**src/core/acq_pkg.sv**
```systemverilog
// Shared constants for the acquisition controller I/O block.
// Assumes a 16-bit host I/O bus and a 16-bit chassis digital bus.
package acq_pkg;
   // ************************************************************
   // Widths and codes
   // ************************************************************
   localparam int          ACQ_DW        = 16;           // Data word width.
   localparam int          ACQ_AW        = 6;            // Device address width.
   localparam int          ACQ_MAW       = 15;           // Memory address width.
   localparam logic [15:0] ACQ_CLEAR     = 16'hF000;     // Octal 170000 clear code.
   localparam logic [5:0]  ACQ_ADDR_LO   = 6'h28;        // Octal 50.
   localparam logic [2:0]  ACQ_FN_INIT   = 3'h1;         // Initialize-chassis function.
   localparam logic [15:0] ACQ_RST_WORD  = 16'h0000;     // Input buffer after reset.
   localparam logic [14:0] ACQ_RST_ADDR  = 15'h0000;     // Address registers after reset.
   typedef enum logic [1:0] {ACQ_IDLE, ACQ_RUN, ACQ_DONE} acq_state_e;
endpackage

```
**src/core/acq_sync.sv**
```systemverilog
// Two-flop synchroniser for a bundle of pin inputs.
// Assumes the pins are quasi-static relative to i_ref_clk.
`timescale 1ns/1ps
module acq_sync #(
   parameter int W = 1
) (
   input  wire logic         i_ref_clk,
   input  wire logic         i_rst_n,
   input  wire logic [W-1:0] i_d,
   output logic      [W-1:0] o_q
);
   // First stage is read only by the second stage.
   logic [W-1:0] meta_r;
   // Both stages reset to zero.
   always_ff @(posedge i_ref_clk or negedge i_rst_n) begin
      if (!i_rst_n) begin
         meta_r <= '0;
         o_q    <= '0;
      end else begin
         meta_r <= i_d;
         o_q    <= meta_r;
      end
   end
endmodule

```
**src/core/acq_io.sv**
```systemverilog
// Acquisition controller I/O: host I/O decode, block transfer into memory,
// chassis clear code, loopback input register and completion reporting.
// Assumes host bus signals are synchronous to i_ref_clk; switches and
// chassis data are pins and are synchronised.
`timescale 1ns/1ps
// Behaviour
// RULE1: Block transfer writes buffer word unchanged to memory.
// RULE2: Completion raises pollable done and interrupt. Code raises the interrupt only with i_pim_fitted set.
// RULE3: Fitted interrupt module always gets completion interrupt.
// RULE4: Clear command drives octal 170000 onto chassis.
// RULE5: Chassis resets on receiving 170000.
// RULE6: Clear only on addressed control instruction, function one.
// RULE7: Input register reads back clear code afterwards.
// RULE8: Switches select device address octal 50 to 57.
// RULE9: Output word loops back unchanged on input.
// RULE10: Respond only when instruction address matches switches.
module acq_io
   import acq_pkg::*;
(
   input  wire logic              i_ref_clk,
   input  wire logic              i_rst_n,
   input  wire logic [2:0]        i_addr_sw,      // Low octal digit of address.
   input  wire logic [ACQ_AW-1:0] i_io_addr,      // Instruction device address.
   input  wire logic              i_io_out,       // Output-data instruction strobe.
   input  wire logic              i_io_in,        // Input-data instruction strobe.
   input  wire logic              i_io_ctl,       // External-control instruction strobe.
   input  wire logic [2:0]        i_io_func,      // Control function code.
   input  wire logic [ACQ_DW-1:0] i_io_wdata,     // Host output word.
   input  wire logic              i_loop_en,      // Test connector loops data back.
   input  wire logic [ACQ_DW-1:0] i_chas_data,    // Chassis data input pins.
   input  wire logic              i_chas_strobe,  // Chassis data-ready pin.
   input  wire logic              i_pim_fitted,   // Interrupt module present.
   input  wire logic [ACQ_MAW-1:0] i_btc_start,   // Block start address.
   input  wire logic [ACQ_MAW-1:0] i_btc_end,     // Block end address.
   input  wire logic              i_btc_go,       // Activate block transfer.
   input  wire logic              i_done_ack,     // Host clears completion.
   input  wire logic              i_mem_ready,    // Memory accepts write.
   output logic [ACQ_DW-1:0]      o_io_rdata,     // Data to host.
   output logic                   o_io_sel,       // Instruction addressed to us.
   output logic [ACQ_DW-1:0]      o_chas_data,    // Data lines to chassis.
   output logic                   o_chas_wr,      // Chassis write strobe.
   output logic                   o_mem_we,       // Memory write request.
   output logic [ACQ_MAW-1:0]     o_mem_addr,     // Memory write address.
   output logic [ACQ_DW-1:0]      o_mem_wdata,    // Memory write data.
   output logic                   o_done_sense,   // Pollable completion.
   output logic                   o_done_irq      // Interrupt request pulse.
);
   // ************************************************************
   // Pin synchronisers
   // ************************************************************
   logic [ACQ_DW+3:0] sync_q;  // Synchronised pins.
   acq_sync #(.W(ACQ_DW+4)) u_sync (
      .i_ref_clk (i_ref_clk),
      .i_rst_n   (i_rst_n),
      .i_d       ({i_addr_sw, i_chas_strobe, i_chas_data}),
      .o_q       (sync_q)
   );
   wire  [2:0]        sw_s     = sync_q[ACQ_DW+3:ACQ_DW+1];
   wire               strobe_s = sync_q[ACQ_DW];
   wire  [ACQ_DW-1:0] chas_s   = sync_q[ACQ_DW-1:0];

   // ************************************************************
   // Decode
   // ************************************************************
   // Device address is octal 5x, low digit from switches. [RULE8]
   wire [ACQ_AW-1:0] my_addr = ACQ_ADDR_LO | {3'h0, sw_s};
   // Each strobe counts only when the instruction is addressed to us.
   wire sel      = (i_io_addr == my_addr);                   // [RULE10]
   wire do_out   = sel & i_io_out;
   wire do_in    = sel & i_io_in;
   wire do_clear = sel & i_io_ctl & (i_io_func == ACQ_FN_INIT);  // [RULE6]
   // A rising edge of the synchronised chassis strobe loads one word.
   logic strobe_d_r;
   wire chas_new = strobe_s & ~strobe_d_r;

   // ************************************************************
   // Input buffer
   // ************************************************************
   logic [ACQ_DW-1:0] inbuf_r, inbuf_nxt;
   // Clear code wins, then loopback output, then chassis word.
   assign inbuf_nxt = do_clear                ? ACQ_CLEAR :   // [RULE7]
                      (do_out & i_loop_en)    ? i_io_wdata :  // [RULE9]
                      chas_new                ? chas_s : inbuf_r;
   // Buffer and edge detector registers.
   always_ff @(posedge i_ref_clk or negedge i_rst_n) begin
      if (!i_rst_n) begin
         inbuf_r    <= ACQ_RST_WORD;
         strobe_d_r <= 1'b0;
      end else begin
         inbuf_r    <= inbuf_nxt;
         strobe_d_r <= strobe_s;
      end
   end

   // ************************************************************
   // Host and chassis outputs
   // ************************************************************
   wire [ACQ_DW-1:0] chas_nxt = do_clear ? ACQ_CLEAR :   // [RULE4] [RULE5]
                                do_out   ? i_io_wdata : o_chas_data;
   // Registered outputs toward host and chassis.
   always_ff @(posedge i_ref_clk or negedge i_rst_n) begin
      if (!i_rst_n) begin
         o_io_rdata  <= '0;
         o_io_sel    <= 1'b0;
         o_chas_data <= '0;
         o_chas_wr   <= 1'b0;
      end else begin
         o_io_rdata  <= do_in ? inbuf_r : '0;
         o_io_sel    <= sel & (i_io_out | i_io_in | i_io_ctl);
         o_chas_data <= chas_nxt;
         o_chas_wr   <= do_clear | do_out;
      end
   end

   // ************************************************************
   // Block transfer channel
   // ************************************************************
   acq_state_e st_r, st_nxt;
   logic [ACQ_MAW-1:0] addr_r, end_r;
   // A write completes when the memory takes the held request.
   wire wr_fire = o_mem_we & i_mem_ready;
   wire last    = (addr_r == end_r);
   // Next-state selection.
   always_comb begin
      st_nxt = st_r;
      unique case (st_r)
         ACQ_IDLE: if (i_btc_go) st_nxt = ACQ_RUN;
         ACQ_RUN:  if (wr_fire && last) st_nxt = ACQ_DONE;
         ACQ_DONE: if (i_done_ack) st_nxt = ACQ_IDLE;
         default:  st_nxt = ACQ_IDLE;   // The unused code falls back to idle.
      endcase
   end
   // Channel registers; one write per address from start to end.
   always_ff @(posedge i_ref_clk or negedge i_rst_n) begin
      if (!i_rst_n) begin
         st_r        <= ACQ_IDLE;
         addr_r      <= ACQ_RST_ADDR;
         end_r       <= ACQ_RST_ADDR;
         o_mem_we    <= 1'b0;
         o_mem_addr  <= ACQ_RST_ADDR;
         o_mem_wdata <= '0;
      end else begin
         st_r <= st_nxt;
         if (st_r == ACQ_IDLE && i_btc_go) begin
            addr_r <= i_btc_start;
            end_r  <= i_btc_end;
         end else if (wr_fire) begin
            addr_r <= addr_r + 15'h0001;
         end
         if (wr_fire) begin
            o_mem_we <= 1'b0;
         end else if (st_r == ACQ_RUN && !o_mem_we) begin
            o_mem_we    <= 1'b1;            // [RULE1]
            o_mem_addr  <= addr_r;
            o_mem_wdata <= inbuf_r;         // [RULE1]
         end
      end
   end

   // ************************************************************
   // Completion reporting
   // ************************************************************
   // The transfer ends on the accepted write at the end address.
   wire finish = (st_r == ACQ_RUN) & wr_fire & last;
   // Sense is sticky; a finish in the ack cycle wins.
   always_ff @(posedge i_ref_clk or negedge i_rst_n) begin
      if (!i_rst_n) begin
         o_done_sense <= 1'b0;
         o_done_irq   <= 1'b0;
      end else begin
         o_done_sense <= finish | (o_done_sense & ~i_done_ack);  // [RULE2]
         o_done_irq   <= finish & i_pim_fitted;                   // [RULE3]
      end
   end

   // ************************************************************
   // Checks
   // ************************************************************
   // The clear command puts the clear code on the chassis lines with a write strobe.
   clear_code_a: assert property (@(posedge i_ref_clk) disable iff (!i_rst_n) // [RULE4]
      do_clear |=> (o_chas_data == ACQ_CLEAR) && o_chas_wr)
      else $error("clear code not driven");
   // After a clear, the next addressed input returns the clear code.
   clear_read_a: assert property (@(posedge i_ref_clk) disable iff (!i_rst_n) // [RULE7]
      do_clear ##1 (do_in && !chas_new && !do_out) |=> o_io_rdata == ACQ_CLEAR)
      else $error("clear code not read back");
   // An instruction for another address leaves no trace at the ports.
   no_sel_a: assert property (@(posedge i_ref_clk) disable iff (!i_rst_n) // [RULE10]
      !sel |=> !o_chas_wr && o_io_rdata == '0)
      else $error("responded when not addressed");
   // A looped-back output word is returned by the following input.
   loop_back_a: assert property (@(posedge i_ref_clk) disable iff (!i_rst_n) // [RULE9]
      (do_out && i_loop_en && !do_clear) ##1 (do_in && !do_clear && !do_out && !chas_new)
      |=> o_io_rdata == $past(i_io_wdata, 2))
      else $error("loopback word changed");
   // With the interrupt module present, completion raises both indications.
   done_irq_a: assert property (@(posedge i_ref_clk) disable iff (!i_rst_n) // [RULE3]
      finish && i_pim_fitted |=> o_done_irq && o_done_sense)
      else $error("completion interrupt missing");
   // Completion always raises the pollable indication.
   done_sense_a: assert property (@(posedge i_ref_clk) disable iff (!i_rst_n) // [RULE2]
      finish |=> o_done_sense)
      else $error("completion sense missing");
   // The pollable indication stands until the host acknowledges it.
   sense_hold_a: assert property (@(posedge i_ref_clk) disable iff (!i_rst_n) // [RULE2]
      o_done_sense && !i_done_ack |=> o_done_sense)
      else $error("completion sense dropped early");
   // Without the interrupt module no interrupt pulse is raised.
   irq_gated_a: assert property (@(posedge i_ref_clk) disable iff (!i_rst_n) // [RULE3]
      !i_pim_fitted |=> !o_done_irq)
      else $error("interrupt without interrupt module");
   // Each memory write carries the buffered word.
   mem_data_a: assert property (@(posedge i_ref_clk) disable iff (!i_rst_n) // [RULE1]
      (st_r == ACQ_RUN && !o_mem_we) |=> o_mem_we && o_mem_wdata == $past(inbuf_r))
      else $error("memory word differs from buffer");
   // A stalled write keeps its address and word until memory takes it.
   mem_hold_a: assert property (@(posedge i_ref_clk) disable iff (!i_rst_n) // [RULE1]
      o_mem_we && !i_mem_ready |=> o_mem_we && $stable(o_mem_addr) && $stable(o_mem_wdata))
      else $error("memory request changed while stalled");
   // Any strobe at octal 5x with the switch digit is answered.
   addr_match_a: assert property (@(posedge i_ref_clk) disable iff (!i_rst_n) // [RULE8]
      (i_io_out || i_io_in || i_io_ctl) && i_io_addr == {ACQ_ADDR_LO[5:3], sw_s}
      |=> o_io_sel)
      else $error("switch-selected address not answered");
endmodule

```
**config.mk**
```make
export PLATFORM = sky130hd
export DESIGN_NAME = acq_io
export DESIGN_NICKNAME = d
export VERILOG_FILES = /design/src/core/acq_pkg.sv /design/src/core/acq_sync.sv /design/src/core/acq_io.sv
export SDC_FILE = /design/constraint.sdc
export NUM_CORES = 1
export LEC_CHECK = 0
export BUFFER_PORTS_ARGS = -buffer_cell sky130_fd_sc_hd__buf_2
export CORE_MARGIN = 1
export CORE_UTILIZATION = 55
export CTS_BUF_LIST = sky130_fd_sc_hd__clkbuf_8
export DETAILED_ROUTE_END_ITERATION = 8
export GPL_TIMING_DRIVEN = 1
export HOLD_SLACK_MARGIN = 0.06
export PLACE_DENSITY = 0.82
export SETUP_SLACK_MARGIN = 0.15
export SLEW_MARGIN = 10
export SYNTH_ARGS = -nofsm -noshare
export SYNTH_HDL_FRONTEND = slang
export SYNTH_SLANG_ARGS = --single-unit
```
**constraint.sdc**
```tcl
create_clock -name i_ref_clk -period 2.2 [get_ports i_ref_clk]
set_input_delay 0.44 -clock i_ref_clk [delete_from_list [all_inputs] [get_ports i_ref_clk]]
set_output_delay 0.44 -clock i_ref_clk [all_outputs]
set_load 0.02 [all_outputs]
```
# After elaboration in Yosys (flattened, before gate mapping)
# Index checks and enable logic that the tools add are counted.
classes:
  n_addsub: 1
  multipliers: 0
  n_div: 0
  n_lt_le_gt_ge: 0
  eq_ne: 8
  shifts: 0
  n_mux: 14
  bitwise: 19
  reduce_logical: 11
op_table:
  columns: ["op", "count"]
  rows:
  - ["16-bit 2-to-1 mux", 6]
  - ["15-bit 2-to-1 mux", 2]
  - ["15-bit by 1-bit adder with 15-bit output, second input constant", 1]
  - ["15-bit == test", 1]
  - ["1-bit AND", 12]
  - ["6-bit == test", 1]
  - ["2-bit 2-to-1 mux", 3]
  - ["2-bit inequality test, second input constant", 3]
  - ["2-bit case mux with 3 select lines", 1]
  - ["2-bit nonzero test", 3]
  - ["1-bit bitwise OR", 4]
  - ["3-bit by 1-bit == test with 1-bit output, second input constant", 1]
  - ["1-bit logical AND", 3]
  - ["1-bit NOT", 3]
  - ["3-bit AND reduction", 1]
  - ["3-bit nonzero test", 1]
  - ["2-bit by 1-bit == test with 1-bit output, second input constant", 1]
  - ["2-bit == test, second input constant", 1]
  - ["2-bit logical NOT", 1]
  - ["1-bit 2-to-1 mux", 2]
  - ["2-bit AND reduction", 1]
  - ["1-bit logical NOT", 1]
word_totals:
  register_bits: 157
  latchBits: 0
  ramBits: 0
  mem_bits_ro: 0
  output_inout_bits: 68
  word_cells: 69
  n_memories: 0

# Logic depth before layout (Yosys ltp)
depth:
  depth_word: 5
  depth_mapped: 5
  ltp_nobuf: 5

# By module
# Synthesis repeated with hierarchy kept, for this count alone.
hier_totals:
  cells_unflattened: 440
  hier_area_um2: 5943.2
by_module_without_submodules:
  columns: ["mod", "n_inst", "cells_each", "area_each_um2", "seq_area_each_um2"]
  rows:
  - ["acq_io", 1, 400, 4942.2, 2927.8]
  - ["acq_sync", 1, 40, 1001.0, 1001.0]

# Worst setup path before layout
# OpenSTA, ideal clock, no wires.
synth_path:
  path_kind: "input to register"
  from: "in i_io_addr[4]"
  to: "reg o_chas_data[10]"
  setup_time_ns: 0.121
  t_arrival_ns: 1.503
  required_time_ns: 2.079
  setup_slack_ns: 0.576
  cell_stages: 5
  path_buffers: 1
  cell_sequence: "nand3b_1 > nor4_4 > o21ai_2 > buf_2 > a22o_1"
synth_between:
  elab_chain_cells: 4
  elab_cells_between_ends: 6
  cone_classes: "eq/ne (1); mux (1); bitwise (3); reduce/logical (1)"
synth_rtl:
  columns: ["item", "line", "text"]
  rows:
  - ["start, declared", "acq_io.sv:23", "input wire logic [ACQ_AW-1:0] i_io_addr,"]
  - ["6-bit == test *", "acq_io.sv:68", "wire sel = (i_io_addr == my_addr);"]
  - ["1-bit AND (2 in a row)", "acq_io.sv:71", "wire do_clear = sel & i_io_ctl & (i_io_func == ACQ_FN_INIT);"]
  - ["16-bit 2-to-1 mux or 2-bit nonzero test (tied branches)", null, null]
  - ["end signal, assigned", "acq_io.sv:110", "o_chas_data <= chas_nxt;"]
  - ["end, declared", "acq_io.sv:40", "output logic [ACQ_DW-1:0] o_chas_data,"]
# Every way passes the cells marked *; elsewhere a longest branch is shown, timed or not.
# A chain may end at the register's enable or synchronous reset.

# Worst setup path in the final report
layout_path:
  from: "reg u_sync.o_q[17]"
  to: "reg inbuf_r[6]"
layout_between:
  elab_chain_cells: 5
  elab_cells_between_ends: 8
  cone_classes: "eq/ne (1); mux (2); bitwise (4); reduce/logical (1)"
layout_rtl:
  columns: ["item", "line", "text"]
  rows:
  - ["start, declared", "acq_sync.sv:10", "output logic [W-1:0] o_q"]
  - ["start signal, assigned", "acq_sync.sv:21", "o_q <= meta_r;"]
  - ["6-bit == test *", "acq_io.sv:68", null]
  - ["1-bit AND", "acq_io.sv:69", "wire do_out = sel & i_io_out;"]
  - ["1-bit AND", "acq_io.sv:82", "(do_out & i_loop_en) ? i_io_wdata :"]
  - ["16-bit 2-to-1 mux", "acq_io.sv:82", null]
  - ["16-bit 2-to-1 mux", "acq_io.sv:81", "assign inbuf_nxt = do_clear ? ACQ_CLEAR :"]
  - ["end signal, assigned", "acq_io.sv:90", "inbuf_r <= inbuf_nxt;"]
  - ["end, declared", "acq_io.sv:79", "logic [ACQ_DW-1:0] inbuf_r, inbuf_nxt;"]
# Marks and branches as above.

==> results.toml <==
[logic_synthesis]
synth_top_family_by_area = "simple AND/OR/NAND/NOR gates"
synth_area_um2 = 5987
synth_edf_count = 0
synthCells = 447
yosys_warnings = 0
ys.flop_type = "dfrtp_1"
synthMuxAreaShare = 0.08924
synth_compound_area_frac = 0.07085
synth_xor_area_frac = 0.04389
syn_nets = 533
yosys.area_share.simple = 0.1145
ys_seq_area_frac = 0.6562
syn_avg_cell_area_um2 = 13.39
async_flop_share = 1.000
synthAdderAreaFrac = 0.002090
yosysUniqueCellTypes = 44
ys_seq_elements = 157

[drt]
drc_errors = 0
dr_total_vias = 4119
wl_um = 13050
wire_per_inst_um = 17.17
ant_nets = 0
first_pass_iters = 4
initialDrtViolationCount = 235
via_per_inst = 5.420

[cts]
clk_path_buf_depth = 2
cts_num_sinks = 157
ctsResizeCount = 0
clock-root-buffer = "clkbuf_8"
post-cts-setup-buffer-count = 0
cts_tree = "done"
htree_levels = 4
worstSkewPairLatency_ns = 0.44
hold_buffers = 1
cts_buffers = 17
clk_pin_slew_ns = 0.09

[hold_path]
min_path_type = "in2reg"

[finish]
mostFrequentLayoutCell = "dfrtp_1"
design_area_um2 = 7351
nets = 697
diodes = 0
drive_gt1_frac = 0.3958
instances_no_fill = 760
area_growth_pct = 22.78
final_cell_mix = "157 x dfrtp_1, 151 x buf_2, 67 x nand2_1, 35 x mux2_2, 23 x xor2_1"

[timing]
whs_ns = 0.09776
clock_skew_ns = 0.01105
min_period_ns = 1.868
setup_viol = 0
finalMaxSlewViolations = 0
fmax_ghz = 0.5354
worst_pin_slew_ns = 0.6098
worst_slack_ns = 0.3324
tns_ns = 0
hold_viol_final = 0
rsz0062_at_grt = "false"
min_period_over_period = 0.8489
relSlewSlack = 0.5934

[worst_setup_path]
max_stage_delay_ns = 0.59
cp.required_ns = 2.55
critPathMaxFanout = 12
end_kind = "register"
crit_chain = "xor2_1, nor4_4, nor3b_4, o2bb2ai_1"
rrSetupSlack_ns = 0.33
start_kind = "register"
cp_num_buf_inv = 0
path_delay_family = "simple AND/OR/NAND/NOR gates"
cp_slowest_cell = "nor3b_4"
path_class = "reg2reg"
cp_data_arrival_time_ns = 2.22

[place]
port_buffers = 152
placed_cells = 727
gp_congestion = 0.8451
pre_cts_ws_ns = 0.1933
placed_area_um2 = 6930
hpwl_um = 9521

[die]
design.portCount = 153
die_h_um = 106.3
coreArea_um2 = 10420
rows = 37
start_util = 0.5748
dieArea_um2 = 11310
dieWidth_um = 106.3

[grt]
grt_pass1_vias = 4281
grt_max_degree = 57
antenna_found_initial = 0
grt_usage = 0.2535
grt_pass1_wl_um = 21310
grt_overflow = 0

[power_and_ir_drop]
leakage_nw = 3.629
powerDensity_nw_per_um2 = 1161
vdd_drop_max_mv = 0.7466

[job]
maxCapViolCount = 0

[run_status]
status = "completed"
-- cells in the mapped netlist (2+ instances only) --
library cell | n | area (um2)
dfrtp_1 | 157 | 3929
nand2_1 | 67 | 251.5
mux2_2 | 35 | 394.1
xor2_1 | 23 | 201.4
and3_1 | 18 | 112.6
mux2i_1 | 14 | 140.1
a22o_1 | 12 | 105.1
o2bb2ai_1 | 12 | 105.1
o21ai_0 | 11 | 55.05
buf_2 | 8 | 40.04
clkbuf_1 | 8 | 30.03
nand3_1 | 8 | 40.04
nor2_1 | 8 | 30.03
o22a_1 | 8 | 70.07
xnor2_1 | 7 | 61.31
nor4_1 | 6 | 37.54
inv_1 | 5 | 18.77
buf_6 | 4 | 45.04
nand4_1 | 4 | 25.02
nor3_1 | 3 | 15.01
a21oi_1 | 2 | 10.01
a31o_2 | 2 | 17.52
and2_1 | 2 | 12.51
nand4_2 | 2 | 25.02
o21ai_1 | 2 | 10.01
-- cell type report --
cell class	instances	area [um2]
Clock buffer	17	234.0
Fill cell	735	3065
Sequential cell	157	3929
Multi-Input combinational cell	264	1936
Clock inverter	15	176.4
Inverter	5	18.77
Timing Repair Buffer	166	887.1
Tap cell	136	170.2
-- sequential cells by signal (all words and copies together), names as in the netlist, 16 cells and up --
name and cells:
u_sync.o_q 20, o_io_rdata 16, o_chas_data 16, inbuf_r 16, o_mem_wdata 16, u_sync.meta_r 20
-- metal layers --
metal	track usage	vias to the layer above	wire [um]
met5	0	-	0
met2	0.4314	158	6844
li1	-	1894	-
met4	0.08135	0	106
met1	0.3178	2053	5244
met3	0.06438	14	854
-- logic make-up (layout without fill, tap and decap cells) --
family | Yosys count | count (layout)
muxes | 49 | 49
xor gates and xnor gates | 30 | 30
DFF | 157 | 157
adders and majority gates | 1 | 1
AOI/OAI and AO/OA | 54 | 54
and+or+nand+nor | 130 | 130
buffers and inverters | 26 | 203
-- worst reg2reg max path, delay by kind of cell, from the launching register on --
kind | cells | cell delay, ns
compound gates | 1 | 0.20
xor+xnor | 1 | 0.18
flops | 1 | 0.38
simple gates | 2 | 1.03
-- through the flow --
stage / total power (W) / utilization
5_1_grt: 0.008996 / 0.7057
3_5_place_dp: 0.006427 / 0.6653
4_1_cts: 0.008613 / 0.7057
3_3_place_gp: 0.006321 / 0.6653
6_report: 0.008537 / 0.7057
2_1_floorplan: 0.005563 / -
-- worst paths after layout --
kind                             startpoint               end  cells after the start
setup / recovery             u_sync.o_q[17]        inbuf_r[6]                      4
min in group asynchronous           i_rst_n      o_done_sense                      2
max in group asynchronous           i_rst_n         end_r[10]                      3
hold / removal               i_chas_data[8]  u_sync.meta_r[8]                      1
hold reg to reg            u_sync.meta_r[9]     u_sync.o_q[9]                      0
setup reg to reg             u_sync.o_q[17]        inbuf_r[6]                      4
-- power by group --
part / internal (W) / leakage, nW / switching (W)
Clock: 0.00105 / 0.202 / 0.00112
Sequential: 0.00357 / 1.92 / 0.000592
Combinational: 0.000999 / 1.51 / 0.00120
Total: 0.00562 / 3.63 / 0.00292
No activity file was read; power rests on OpenSTA's default activity.
